**config.mk**
```make
export PLATFORM = sky130hd
export DESIGN_NAME = translation_unit_init_config
export DESIGN_NICKNAME = d
export VERILOG_FILES = /design/src/xlate_init_pkg.sv /design/src/translation_unit_init_config.sv
export VERILOG_INCLUDE_DIRS = /design/src
export SDC_FILE = /design/constraint.sdc
export NUM_CORES = 1
export LEC_CHECK = 0
export ABC_AREA = 0
export BUFFER_PORTS_ARGS = -buffer_cell sky130_fd_sc_hd__buf_2
export CORE_ASPECT_RATIO = 2
export CORE_MARGIN = 2
export CORE_UTILIZATION = 59
export CTS_CLUSTER_SIZE = 25
export DETAILED_ROUTE_END_ITERATION = 7
export PLACE_DENSITY = 0.83
export REMOVE_ABC_BUFFERS = 1
export SYNTH_ARGS = -nofsm -noshare
export SYNTH_HDL_FRONTEND = slang
export SYNTH_SLANG_ARGS = --single-unit
export TNS_END_PERCENT = 5
```
**constraint.sdc**
```tcl
create_clock -name i_clock -period 3.55 [get_ports i_clock]
set_input_delay 0.355 -clock i_clock [delete_from_list [all_inputs] [get_ports i_clock]]
set_output_delay 0.355 -clock i_clock [all_outputs]
set_load 0.02 [all_outputs]
```
**src/xlate_init_consts.svh**
```systemverilog
// Offsets, field positions, opcodes and timing counts of the init block
`ifndef XLATE_INIT_CONSTS_SVH
`define XLATE_INIT_CONSTS_SVH

// Register offsets (byte addresses, one word each)
`define OFS_CONTROL_ZERO 8'h00
`define OFS_CONTROL_ACK 8'h04
`define OFS_SECURE_INIT 8'h08
`define OFS_STATUS 8'h0c
`define OFS_CMDQ_PROD 8'h10
`define OFS_CMDQ_CONS 8'h14
`define OFS_EVTQ_PROD 8'h18
`define OFS_EVTQ_CONS 8'h1c
`define OFS_CMD_SUBMIT 8'h20
`define OFS_STE_LO 8'h24
`define OFS_STE_HI 8'h28
`define OFS_CD_WORD 8'h2c
`define OFS_DECODE 8'h30
`define OFS_SEL_ID 8'h34

// Control register zero / ack bit positions
`define BIT_UNIT_ENABLE 0
`define BIT_EVENTQ_ENABLE 2
`define BIT_CMDQ_ENABLE 3
// Secure init bit position
`define BIT_INV_EVERYTHING 0
// Command submit fields
`define BIT_CMD_SECURE 8
`define CMD_OP_MSB 7

// Command opcodes
`define OP_TLB_NS_EL1 8'h30
`define OP_TLB_HYP 8'h20
`define OP_TLB_MON 8'h18
`define OP_TLB_S_EL1 8'h10
`define OP_CFG_INVALIDATE_EVERYTHING_BIT 8'h04
`define OP_SYNC 8'h46

// Stream entry low word fields
`define STE_CFG_LSB 1
`define STE_FMT_LSB 4
`define STE_CDMAX_LSB 6
`define STE_TG_LSB 11
`define STE_IR_LSB 13
`define STE_OR_LSB 15
`define STE_SH_LSB 17
`define STE_AFFD_BIT 19
// Stream entry high word: VM tag in low 16 bits
`define STE_VMID_W 16
// Context descriptor word fields
`define CD_VALID_BIT 0
`define CD_FMT_BIT 1
`define CD_WDIS0_BIT 2
`define CD_ASID_SET_SELECT_BIT 3

// Structure size in bytes, 64 for both kinds
`define ENTRY_BYTES 64

// Timing: an invalidation sweep and enable latency, in ns
`define INV_TIME_NS 64
`define INV_CYCLES ((`INV_TIME_NS + 3) / 4)
`define EN_TIME_NS 8
`define EN_CYCLES ((`EN_TIME_NS + 3) / 4)

`endif

```
**src/xlate_init_pkg.sv**
```systemverilog
// Types shared by the translation init block
package xlate_init_pkg;
   typedef enum logic [1:0] {
      mode_abort,
      mode_bypass,
      mode_stage1,
      mode_stage2
   } ste_mode_e;
   typedef enum logic [1:0] {
      gran_4k,
      gran_64k,
      gran_16k,
      gran_bad
   } granule_e;
   typedef enum {
      inv_idle,
      inv_run,
      inv_done
   } inv_state_e;
endpackage

```
**src/translation_unit_init_config.sv**
```systemverilog
// Init, enable and configuration decode of the translation unit
`timescale 1ns/10ps
`include "xlate_init_consts.svh"
module translation_unit_init_config #(
   parameter int QIDX_W = 8,
   parameter int ID_W = 16
) (
   input wire logic i_clock,
   input wire logic i_rst,
   input wire logic i_sec_override,
   input wire logic i_access_secure,
   input wire logic [7:0] i_addr,
   input wire logic [31:0] i_wdata,
   input wire logic i_wr,
   input wire logic i_rd,
   output logic [31:0] o_rdata,
   input wire logic [ID_W-1:0] i_stream_id,
   input wire logic [ID_W-1:0] i_substream_id,
   output logic [ID_W+5:0] o_ste_addr,
   output logic [ID_W+5:0] o_cd_addr,
   output logic o_abort,
   output logic o_stage1_en,
   output logic o_stage2_en,
   output logic o_walk0_en,
   output logic o_cd_is_table,
   output logic o_cd_ptr_ipa,
   output logic o_af_fault_suppress,
   output logic [15:0] o_vm_tag,
   output logic o_flush_walk_cache,
   output logic o_flush_buffer_units,
   output logic o_cmdq_empty,
   output logic o_evtq_empty
);
   initial begin
      if (QIDX_W < 1 || QIDX_W > 20) begin
         $error("QIDX_W out of range");
      end
      if (ID_W < 1 || ID_W > 24) begin
         $error("ID_W out of range");
      end
   end

   localparam int OFS_W = $clog2(`ENTRY_BYTES);
   localparam logic [4:0] INV_N = 5'(`INV_CYCLES);
   localparam logic [3:0] EN_N = 4'(`EN_CYCLES);

   logic [31:0] control_zero;
   logic [31:0] control_ack;
   logic inv_everything;
   logic [31:0] ste_lo;
   logic [15:0] ste_hi;
   logic [31:0] cd_word;
   logic [QIDX_W-1:0] cmdq_prod;
   logic [QIDX_W-1:0] cmdq_cons;
   logic [QIDX_W-1:0] evtq_prod;
   logic [QIDX_W-1:0] evtq_cons;
   logic [4:0] inv_count;
   logic [3:0] en_count;
   logic [4:0] pend_count;
   logic sync_done;
   logic cmd_refused;
   logic flush_pulse;
   xlate_init_pkg::inv_state_e inv_state;
   xlate_init_pkg::ste_mode_e mode;
   xlate_init_pkg::granule_e granule;
   logic [1:0] walk_inner;
   logic [1:0] walk_outer;
   logic [1:0] walk_share;

   wire logic sec_ok = i_access_secure | i_sec_override;
   wire logic wr_ctrl = i_wr && i_addr == `OFS_CONTROL_ZERO;
   wire logic wr_init = i_wr && i_addr == `OFS_SECURE_INIT && sec_ok;
   wire logic wr_cmd = i_wr && i_addr == `OFS_CMD_SUBMIT;
   wire logic [7:0] cmd_op = i_wdata[`CMD_OP_MSB:0];
   wire logic cmd_sec = i_wdata[`BIT_CMD_SECURE];

   // Classifies an opcode as a secure-only TLB flush
   function automatic logic op_secure_only(input logic [7:0] op);
      return op == `OP_TLB_S_EL1 || op == `OP_TLB_MON;
   endfunction

   // Cacheability code decode, shared by inner and outer fields
   function automatic logic [1:0] walk_cache(input logic [1:0] code);
      return (code == 2'h3) ? 2'h0 : code;
   endfunction

   // Control register zero, written as a whole word
   always_ff @(posedge i_clock) begin
      if (i_rst) begin
         control_zero <= 32'h0;
      end else if (wr_ctrl) begin
         control_zero <= i_wdata;
      end
   end

   // Acknowledge follows the control after the enable latency
   always_ff @(posedge i_clock) begin
      if (i_rst) begin
         control_ack <= 32'h0;
         en_count <= 4'h0;
      end else if (wr_ctrl) begin
         en_count <= EN_N;
      end else if (en_count > 4'h1) begin
         en_count <= en_count - 4'h1;
      end else if (en_count == 4'h1) begin
         en_count <= 4'h0;
         control_ack <= control_zero;
      end
   end

   // Global invalidate sequencer, self-clearing bit
   always_ff @(posedge i_clock) begin
      if (i_rst) begin
         inv_state <= xlate_init_pkg::inv_idle;
         inv_everything <= 1'b0;
         inv_count <= 5'h00;
      end else begin
         unique case (inv_state)
            xlate_init_pkg::inv_idle: begin
               if (wr_init && i_wdata[`BIT_INV_EVERYTHING]) begin
                  inv_everything <= 1'b1;
                  inv_count <= INV_N;
                  inv_state <= xlate_init_pkg::inv_run;
               end
            end
            xlate_init_pkg::inv_run: begin
               if (inv_count == 5'h01) begin
                  inv_state <= xlate_init_pkg::inv_done;
               end
               inv_count <= inv_count - 5'h01;
            end
            xlate_init_pkg::inv_done: begin
               inv_everything <= 1'b0;
               inv_state <= xlate_init_pkg::inv_idle;
            end
         endcase
      end
   end

   // Command execution: flush pulses, refusal and sync tracking
   always_ff @(posedge i_clock) begin
      if (i_rst) begin
         flush_pulse <= 1'b0;
         cmd_refused <= 1'b0;
         sync_done <= 1'b0;
         pend_count <= 5'h00;
      end else begin
         flush_pulse <= 1'b0;
         if (pend_count != 5'h00) begin
            pend_count <= pend_count - 5'h01;
         end
         if (wr_cmd) begin
            if (op_secure_only(cmd_op) && !cmd_sec) begin
               cmd_refused <= 1'b1;
            end else if (cmd_op == `OP_SYNC) begin
               sync_done <= (pend_count == 5'h00);
            end else begin
               pend_count <= INV_N;
               sync_done <= 1'b0;
               flush_pulse <= (cmd_op == `OP_CFG_INVALIDATE_EVERYTHING_BIT);
            end
         end else if (pend_count == 5'h01) begin
            sync_done <= 1'b1;
         end
      end
   end

   // Either global invalidate or config-invalidate-all flushes both caches
   always_ff @(posedge i_clock) begin
      if (i_rst) begin
         o_flush_walk_cache <= 1'b0;
         o_flush_buffer_units <= 1'b0;
      end else begin
         o_flush_walk_cache <= flush_pulse
            || inv_state == xlate_init_pkg::inv_run;
         o_flush_buffer_units <= flush_pulse
            || inv_state == xlate_init_pkg::inv_run;
      end
   end

   // Queue indices and configuration words
   always_ff @(posedge i_clock) begin
      if (i_rst) begin
         cmdq_prod <= '0;
         cmdq_cons <= '0;
         evtq_prod <= '0;
         evtq_cons <= '0;
         ste_lo <= 32'h0;
         ste_hi <= 16'h0;
         cd_word <= 32'h0;
      end else if (i_wr) begin
         unique case (i_addr)
            `OFS_CMDQ_PROD: cmdq_prod <= i_wdata[QIDX_W-1:0];
            `OFS_CMDQ_CONS: cmdq_cons <= i_wdata[QIDX_W-1:0];
            `OFS_EVTQ_PROD: evtq_prod <= i_wdata[QIDX_W-1:0];
            `OFS_EVTQ_CONS: evtq_cons <= i_wdata[QIDX_W-1:0];
            `OFS_STE_LO: ste_lo <= i_wdata;
            `OFS_STE_HI: ste_hi <= i_wdata[`STE_VMID_W-1:0];
            `OFS_CD_WORD: cd_word <= i_wdata;
            default: begin
            end
         endcase
      end
   end

   // Stream entry decode
   always_comb begin
      unique case (ste_lo[`STE_CFG_LSB +: 3])
         3'h4: mode = xlate_init_pkg::mode_bypass;
         3'h5: mode = xlate_init_pkg::mode_stage1;
         3'h6: mode = xlate_init_pkg::mode_stage2;
         3'h7: mode = xlate_init_pkg::mode_stage2;
         default: mode = xlate_init_pkg::mode_abort;
      endcase
      unique case (ste_lo[`STE_TG_LSB +: 2])
         2'h0: granule = xlate_init_pkg::gran_4k;
         2'h1: granule = xlate_init_pkg::gran_64k;
         2'h2: granule = xlate_init_pkg::gran_16k;
         default: granule = xlate_init_pkg::gran_bad;
      endcase
      walk_inner = walk_cache(ste_lo[`STE_IR_LSB +: 2]);
      walk_outer = walk_cache(ste_lo[`STE_OR_LSB +: 2]);
      walk_share = (ste_lo[`STE_SH_LSB +: 2] == 2'h3) ? 2'h0
         : ste_lo[`STE_SH_LSB +: 2];
   end

   // Registered translation controls; unknown config codes abort
   always_ff @(posedge i_clock) begin
      if (i_rst) begin
         o_abort <= 1'b1;
         o_stage1_en <= 1'b0;
         o_stage2_en <= 1'b0;
         o_walk0_en <= 1'b0;
         o_cd_is_table <= 1'b0;
         o_cd_ptr_ipa <= 1'b0;
         o_af_fault_suppress <= 1'b0;
         o_vm_tag <= 16'h0;
      end else begin
         o_abort <= mode == xlate_init_pkg::mode_abort;
         o_stage1_en <= ste_lo[`STE_CFG_LSB] && ste_lo[`STE_CFG_LSB+2]
            && cd_word[`CD_VALID_BIT];
         o_stage2_en <= ste_lo[`STE_CFG_LSB+1] && ste_lo[`STE_CFG_LSB+2];
         o_walk0_en <= cd_word[`CD_VALID_BIT]
            && !cd_word[`CD_WDIS0_BIT];
         o_cd_is_table <= ste_lo[`STE_CDMAX_LSB +: 5] != 5'h0;
         o_cd_ptr_ipa <= ste_lo[`STE_CFG_LSB+1]
            && ste_lo[`STE_CFG_LSB+2];
         o_af_fault_suppress <= ste_lo[`STE_AFFD_BIT];
         o_vm_tag <= ste_hi;
      end
   end

   // Entry addresses: 64-byte slots indexed by the ids
   always_ff @(posedge i_clock) begin
      if (i_rst) begin
         o_ste_addr <= '0;
         o_cd_addr <= '0;
      end else begin
         o_ste_addr <= {i_stream_id, OFS_W'(0)};
         o_cd_addr <= {i_substream_id, OFS_W'(0)};
      end
   end

   // Queue empty flags
   always_ff @(posedge i_clock) begin
      if (i_rst) begin
         o_cmdq_empty <= 1'b1;
         o_evtq_empty <= 1'b1;
      end else begin
         o_cmdq_empty <= cmdq_prod == cmdq_cons;
         o_evtq_empty <= evtq_prod == evtq_cons;
      end
   end

   // Read data, one cycle after the strobe; unmapped reads zero
   always_ff @(posedge i_clock) begin
      if (i_rst) begin
         o_rdata <= 32'h0;
      end else if (i_rd) begin
         unique case (i_addr)
            `OFS_CONTROL_ZERO: o_rdata <= control_zero;
            `OFS_CONTROL_ACK: o_rdata <= control_ack;
            `OFS_SECURE_INIT: o_rdata <= {31'h0, inv_everything & sec_ok};
            `OFS_STATUS: o_rdata <= {27'h0, o_evtq_empty, o_cmdq_empty,
               cmd_refused, sync_done, inv_everything};
            `OFS_CMDQ_PROD: o_rdata <= 32'(cmdq_prod);
            `OFS_CMDQ_CONS: o_rdata <= 32'(cmdq_cons);
            `OFS_EVTQ_PROD: o_rdata <= 32'(evtq_prod);
            `OFS_EVTQ_CONS: o_rdata <= 32'(evtq_cons);
            `OFS_STE_LO: o_rdata <= ste_lo;
            `OFS_STE_HI: o_rdata <= {16'h0, ste_hi};
            `OFS_CD_WORD: o_rdata <= cd_word;
            `OFS_DECODE: o_rdata <= {22'h0, walk_share, walk_outer,
               walk_inner, granule, mode};
            default: o_rdata <= 32'h0;
         endcase
      end else begin
         o_rdata <= 32'h0;
      end
   end
endmodule

```
==> key figures, run 1 <==
Status
  • Outcome: complete, no violations

Layout
  • Fin cells: 1693
  • Filler cell count: 1537
  • Area growth syn-to-layout: 16.03%
  • Share of cells above drive strength 1: 0.1788
  • Util after Layout: 0.6994
  • Post-layout nets: 1507

Timing
  • Final Cycle Share: 0.6901
  • Final Max Slew Viols: 0
  • Count of final hold-check violations: 0
  • Fmax: 408.2 MHz
  • Final Setup Violations: 0
  • Min Tclk post-route: 2.450 ns
  • Rel. slew slack: 0.2679
  • Clock skew: 0.03154 ns
  • RSZ-0062 raised after global routing: no
  • Worst Tran Pin Value: 1.098 ns
  • Setup TNS: 0 ns

Clock network
  • Clock sinks: 285
  • CTS resizes: 0
  • Worst-Skew Late Latency: 0.55 ns
  • CTS Hold Bufs: 0
  • Clock root buffer master: clkbuf_16
  • Clock Path Buffers: 3
  • CTS Buf Count: 25
  • Clk slew on worst S/H paths: 0.07 ns
  • CTS tree: built
  • Setup Fix Bufs, Post-CTS: 0
  • CTS H-tree lvls: 1

Floorplanning
  • Die height: 200.2 um
  • Row count: 71
  • Die width: 102.1 um
  • Core area: 0.01883 mm2
  • DIE AREA: 0.02043 mm2
  • Initial core utilization: 0.6028
  • I/O pins: 181

Critical path
  • Crit Path Category: register to register
  • CP max stage delay: 0.81 ns
  • Crit. End Element: register
  • CP Data Required Time: 3.98 ns
  • Largest fanout on the critical path: 32
  • Crit path launch type: register
  • Slowest CP cell: o31a_2
  • CP Cell Sequence: ha_1 > nor3b_1 > o31a_2 > nand2_1 > a21oi_1
  • Arrival time worst endpoint: 2.88 ns

Pwr
  • Seq pwr share: 0.484
  • Combinational Power Share: 0.101
  • Sw Pwr: 1720 uW
  • Sw frac: 0.2516
  • Max IR drop VDD: 517.9 uV
  • Internal power: 5114 uW
  • Pwr dens: 518.9 mW/mm2
  • Clock share of power: 0.416
  • Leakage power: 0.005105 uW

Job
  • Max-Cap Viols: 0

Synth
  • Largest cells by area after synthesis: dfxtp_1 (50%), nand2_1 (10%), a21oi_1 (7.1%), mux2i_1 (3.9%), a22o_1 (3.5%)
  • Yosys cell types: 68
  • Most numerous cell in the Yosys netlist: nand2_1
  • Share of the synthesized area in the top cell type: 0.5026
  • Synth Warn #: 0
  • Top_reg_cell synth: dfxtp_1
  • FF+latch count, synth: 285
  • Post-synth top cells: nand2_1 (311), dfxtp_1 (285), a21oi_1 (162), clkbuf_1 (69), nor2_1 (66)
  • Syn_area_per_cell: 8.732 um2
  • Post-synth EDFFs: 0
  • Asr flop ratio synth: 0
  • Mapped cell area: 0.01135 mm2
  • Cells after synthesis: 1300
  • Largest area contributor in the netlist: dfxtp_1
  • Register area share after synthesis: 0.5026

GRT
  • Pin count of the biggest net entering global routing: 242
  • All-Layer GR Usage: 0.3120
  • Initial antenna violation count: 1
  • Gr ovfl total: 0
  • First-pass GRT wire length: 50750 um
  • Vias in the first global route: 10070

Hold path
  • Min-delay worst type: input pin to register

Route
  • Routed WL: 32260 um
  • # DRC: 0
  • DRT Pass-1 Iters: 6
  • Vias per cell: 5.967
  • WL/cell: 19.05 um
  • Routed Antenna Nets: 0
  • DR vias: 10100
  • Initial drt markers: 858

Place
  • Final Wtd Congestion: 0.9407
  • PortBufs: 168
  • Dpl cells: 1648
  • HPWL Detailed: 20890 um
-- worst paths after layout --
check / startpoint / to / slack [ns] / cells past startpoint
worst max-delay path: en_count[0]$_SDFFE_PP0P_ / control_ack[14]$_SDFFE_PP0P_ / 1.10 / 5
worst min-delay path: i_substream_id[8] / o_cd_addr[14]$_SDFF_PP0_ / 0.02 / 2
worst max register to register: en_count[0]$_SDFFE_PP0P_ / control_ack[14]$_SDFFE_PP0P_ / 1.10 / 5
worst min register to register: control_ack[29]$_SDFFE_PP0P_ / control_ack[29]$_SDFFE_PP0P_ / 0.46 / 2
-- cells by family (layout without fill, tap and decap cells) --
family                   count (synthesis)  after routing  share of synthesized area
adder cells (fa/ha/maj)                  9              9                   0.009920
flip-flops                             285            285                     0.5026
AND/OR/NAND/NOR                        514            514                     0.2040
other                                    1             13                  0.0003303
AO/OA/AOI/OAI                          295            295                     0.1724
multiplexers                            49             49                    0.04475
XOR/XNOR                                20             20                    0.01543
buffers and inverters                  127            253                    0.05059
-- power by group through the flow --
stage	combinational [uW]	clock (uW)	sequential, uW
2_1_floorplan	354	0	3390
3_3_place_gp	657	0	3370
3_5_place_dp	676	0	3380
4_1_cts	677	2870	3300
5_1_grt	739	3000	3310
6_report	688	2840	3310
-- critical path: cells and delay by family, from the launching register on --
family	cells	cell delay (ns)
AOI/OAI and AO/OA	2	0.98
and+or+nand+nor	2	0.71
DFF	1	0.40
adders and majority gates	1	0.26
-- state kept, by name, summed over array words and instances, names as in the netlist, 16 cells and up --
name	cells
cd_word	32
ste_hi	16
o_vm_tag	16
o_rdata	32
o_cd_addr	16
control_ack	32
o_ste_addr	16
control_zero	32
ste_lo	32
-- final cells by class --
cell class	count	area [um2]	share of cell area
inverters	16	60.06	0.004560
flip-flops and latches	285	5705	0.4332
clock inverters	13	182.7	0.01387
clock buffers	31	668.1	0.05073
diodes	1	2.502	0.0001900
repair buffers	193	1072	0.08141
well taps	255	319.1	0.02422
multi-input cells	899	5161	0.3918
-- per-stage QoR --
stage / total power [uW] / hold slack, ns / worst slack [ns] / instance area, um2
floorplan: 3748 / 0.4114 / -2.032 / 10880
CTS: 6849 / 0.01432 / 1.078 / 13170
global placement: 4031 / 0.4411 / 1.126 / 12320
detailed placement: 4052 / 0.4461 / 1.060 / 12320
global route: 7050 / 0.01695 / 0.9398 / 13170
finish: 6834 / 0.01903 / 1.100 / 13170
-- cell usage in the layout (no fill, tap or decap), drive strengths merged, types with 6 or more instances in the layout --
cell    Yosys  final
nand2     311    311
dfxtp     285    285
buf        42    193
a21oi     162    162
nor2       67     67
nor2b      56     56
a22o       45     45
mux2i      44     44
clkbuf     69     31
xnor2      19     19
a222oi     18     18
inv        15     16
nand3      16     16
o21ai      15     15
conb        1     12
a22oi      11     11
nor3       10     10
ha          9      9
nor4        8      8
a32oi       7      7
and2        7      7
and3        6      6
a31oi       6      6
nor4b       6      6
-- layer usage --
layer  share of wire  global-route usage  vias to the layer above
met3           0.076             0.04745                      194
met1            0.34              0.3431                     4698
li1                -                   -                     4666
met5               0                   0                        -
met4           0.082              0.2181                        0
met2            0.50              0.5327                      544
Power figures use the tool's default switching activity.
==> run 2: changes to the inputs <==
Settings changed: CORE_UTILIZATION 59 to 56, PLACE_DENSITY 0.83 to 0.79.
Clock period 3.55 ns to 2.5 ns, I/O delays scaled along.
==> key figures, run 2 (synthesis results as in run 1) <==
Place
  • HPWL Detailed: 21920 um (was 20890 um)
  • Area post-placement: 0.01259 mm2 (was 0.01232 mm2)
  • PortBufs: 168 (unchanged)
  • Final Wtd Congestion: 0.9549 (was 0.9407)

Floorplanning
  • Row count: 73 (was 71)
  • Die width: 104.7 um (was 102.1 um)
  • DIE AREA: 0.02150 mm2 (was 0.02043 mm2)
  • I/O pins: 181 (unchanged)
  • Core area: 0.01991 mm2 (was 0.01883 mm2)
  • Initial core utilization: 0.5701 (was 0.6028)
  • Die height: 205.4 um (was 200.2 um)

Hold path
  • Min-delay worst type: input pin to register (unchanged)

GRT
  • Vias in the first global route: 10330 (was 10070)
  • Initial antenna violation count: 0 (was 1)
  • Gr ovfl total: 0 (unchanged)
  • Pin count of the biggest net entering global routing: 142 (was 242)
  • First-pass GRT wire length: 52790 um (was 50750 um)
  • All-Layer GR Usage: 0.3105 (was 0.3120)

Clock network
  • Clk slew on worst S/H paths: 0.07 ns (about the same)
  • CTS Buf Count: 24 (was 25)
  • Clock root buffer master: clkbuf_16 (unchanged)
  • Setup Fix Bufs, Post-CTS: 0 (unchanged)
  • CTS resizes: 0 (unchanged)
  • CTS H-tree lvls: 1 (unchanged)
  • CTS tree: built (unchanged)
  • Clock Path Buffers: 3 (unchanged)
  • Clock sinks: 285 (unchanged)
  • Worst-Skew Late Latency: 0.53 ns (was 0.55 ns)

Route
  • Routed Antenna Nets: 0 (unchanged)
  • DR vias: 10450 (was 10100)
  • DRT Pass-1 Iters: 7 (was 6)
  • WL/cell: 19.03 um (was 19.05 um)
  • Initial drt markers: 955 (was 858)
  • Routed WL: 33820 um (was 32260 um)
  • Vias per cell: 5.880 (was 5.967)
  • # DRC: 0 (unchanged)

Critical path
  • Crit. End Element: register (unchanged)
  • Crit path launch type: register (unchanged)
  • Crit Path Category: register to register (unchanged)
  • Arrival time worst endpoint: 2.49 ns (was 2.88 ns)
  • CP Data Required Time: 2.95 ns (was 3.98 ns)
  • Largest fanout on the critical path: 32 (unchanged)

Layout
  • Area growth syn-to-layout: 23.51% (was 16.03%)
  • # diodes: 0 (was 1)
  • Share of cells above drive strength 1: 0.1828 (was 0.1788)
  • Commonest non-fill, non-tap cell in the layout: nand2_1 (unchanged)
  • Reg area: 0.005705 mm2 (unchanged)
  • Post-layout nets: 1585 (was 1507)
  • Final Cell Area: 0.01402 mm2 (was 0.01317 mm2)
  • Multi-input logic area: 0.005160 mm2 (was 0.005161 mm2)
  • Commonest non-fill, non-tap cells in the layout: nand2_1 (311), dfxtp_1 (285), buf_2 (167) (unchanged)
  • Filler cell count: 1606 (was 1537)

Timing
  • Fmax: 490.3 MHz (was 408.2 MHz)
  • Final Setup Violations: 0 (unchanged)
  • WHS: 0.01135 ns (was 0.01903 ns)
  • Final Max Slew Viols: 0 (unchanged)
  • Clock skew: 0.01264 ns (was 0.03154 ns)
  • Min Tclk post-route: 2.040 ns (was 2.450 ns)
  • Rel. slew slack: 0.5814 (was 0.2679)
  • Count of final hold-check violations: 0 (unchanged)
  • Worst Tran Pin Value: 0.6266 ns (was 1.098 ns)
  • RSZ-0062 raised after global routing: no (unchanged)
  • Final Cycle Share: 0.8158 (was 0.6901)

Pwr
  • Pwr dens: 696.7 mW/mm2 (was 518.9 mW/mm2)
  • Max IR drop VDD: 692.7 uV (was 517.9 uV)
  • Leakage power: 0.005498 uW (was 0.005105 uW)

Status
  • Outcome: complete, no violations (unchanged)

Job
  • Max-Cap Viols: 0 (unchanged)
-- run 2: changes by cell type in the layout (fill, tap and decap cells not counted) --
cell | previous run | this run
clkbuf_1 | 4 | 2
o31a_2 | 1 | 0
o31a_1 | 0 | 1
buf_4 | 22 | 33
buf_12 | 3 | 12
diode_2 | 1 | 0
dlygate4sd3_1 | 0 | 59
clkbuf_8 | 2 | 8
clkinvlp_4 | 4 | 2
inv_6 | 1 | 0
bufinv_16 | 4 | 2
-- run 2: layer usage --
layer	GRT usage	vias to the layer above	wire, um
li1	-	4834	-
met1	0.3289	4900	11540
met2	0.5672	572	17500
met3	0.04910	142	2616
met4	0.1986	0	2160
met5	0	-	0
-- run 2: repair_timing --
action	CTS	global route
hold endpoints to repair	94	0
endpoints found under the setup margin	0	0
hold buffers	59	0
-- run 2: metrics by stage --
| stage | cells | util | power, uW | setup TNS (ns) | setup slack, ns |
|---|---|---|---|---|---|
| 2_1_floorplan | 1200 | - | 5322 | -362.38 | -2.977 |
| 3_3_place_gp | 1675 | 0.6322 | 5807 | 0 | 0.2960 |
| 5_1_grt | 1777 | 0.7042 | 10060 | 0 | 0.3463 |
| 4_1_cts | 1777 | 0.7042 | 9791 | 0 | 0.4689 |
| 3_5_place_dp | 1675 | 0.6322 | 5825 | 0 | 0.2776 |
| 6_report | 1777 | 0.7042 | 9768 | 0 | 0.4605 |
-- run 2: layout make-up --
type | count | share of cell area
Inverter | 16 | 0.004283
Clock inverter | 8 | 0.007050
Clock buffer | 35 | 0.05301
Sequential cell | 285 | 0.4069
Timing Repair Buffer | 272 | 0.1373
Tap cell | 262 | 0.02338
Multi-Input combinational cell | 899 | 0.3680
-- run 2: where the power goes --
group	internal [uW]	switching [uW]
clock network	2270	1680
registers	4630	70.8
logic	431	684
-- run 2: critical path: stages, from the launching register on --
cell	delay [ns]
dfxtp_1	0.40
ha_1	0.26
nor3b_1	0.56
o31a_1	0.29
buf_12	0.21
nand2_1	0.08
a21oi_1	0.13
-- run 2: path summary, 6_finish.rpt --
check                                start                          end  slack [ns]  cells past startpoint
setup / recovery  en_count[0]$_SDFFE_PP0P_  control_ack[0]$_SDFFE_PP0P_        0.46                      6
setup reg to reg  en_count[0]$_SDFFE_PP0P_  control_ack[0]$_SDFFE_PP0P_        0.46                      6
hold / removal                 i_wdata[13]      ste_lo[13]$_SDFFE_PP0P_        0.01                      3
hold reg to reg    ste_lo[21]$_SDFFE_PP0P_      ste_lo[21]$_SDFFE_PP0P_        0.45                      2
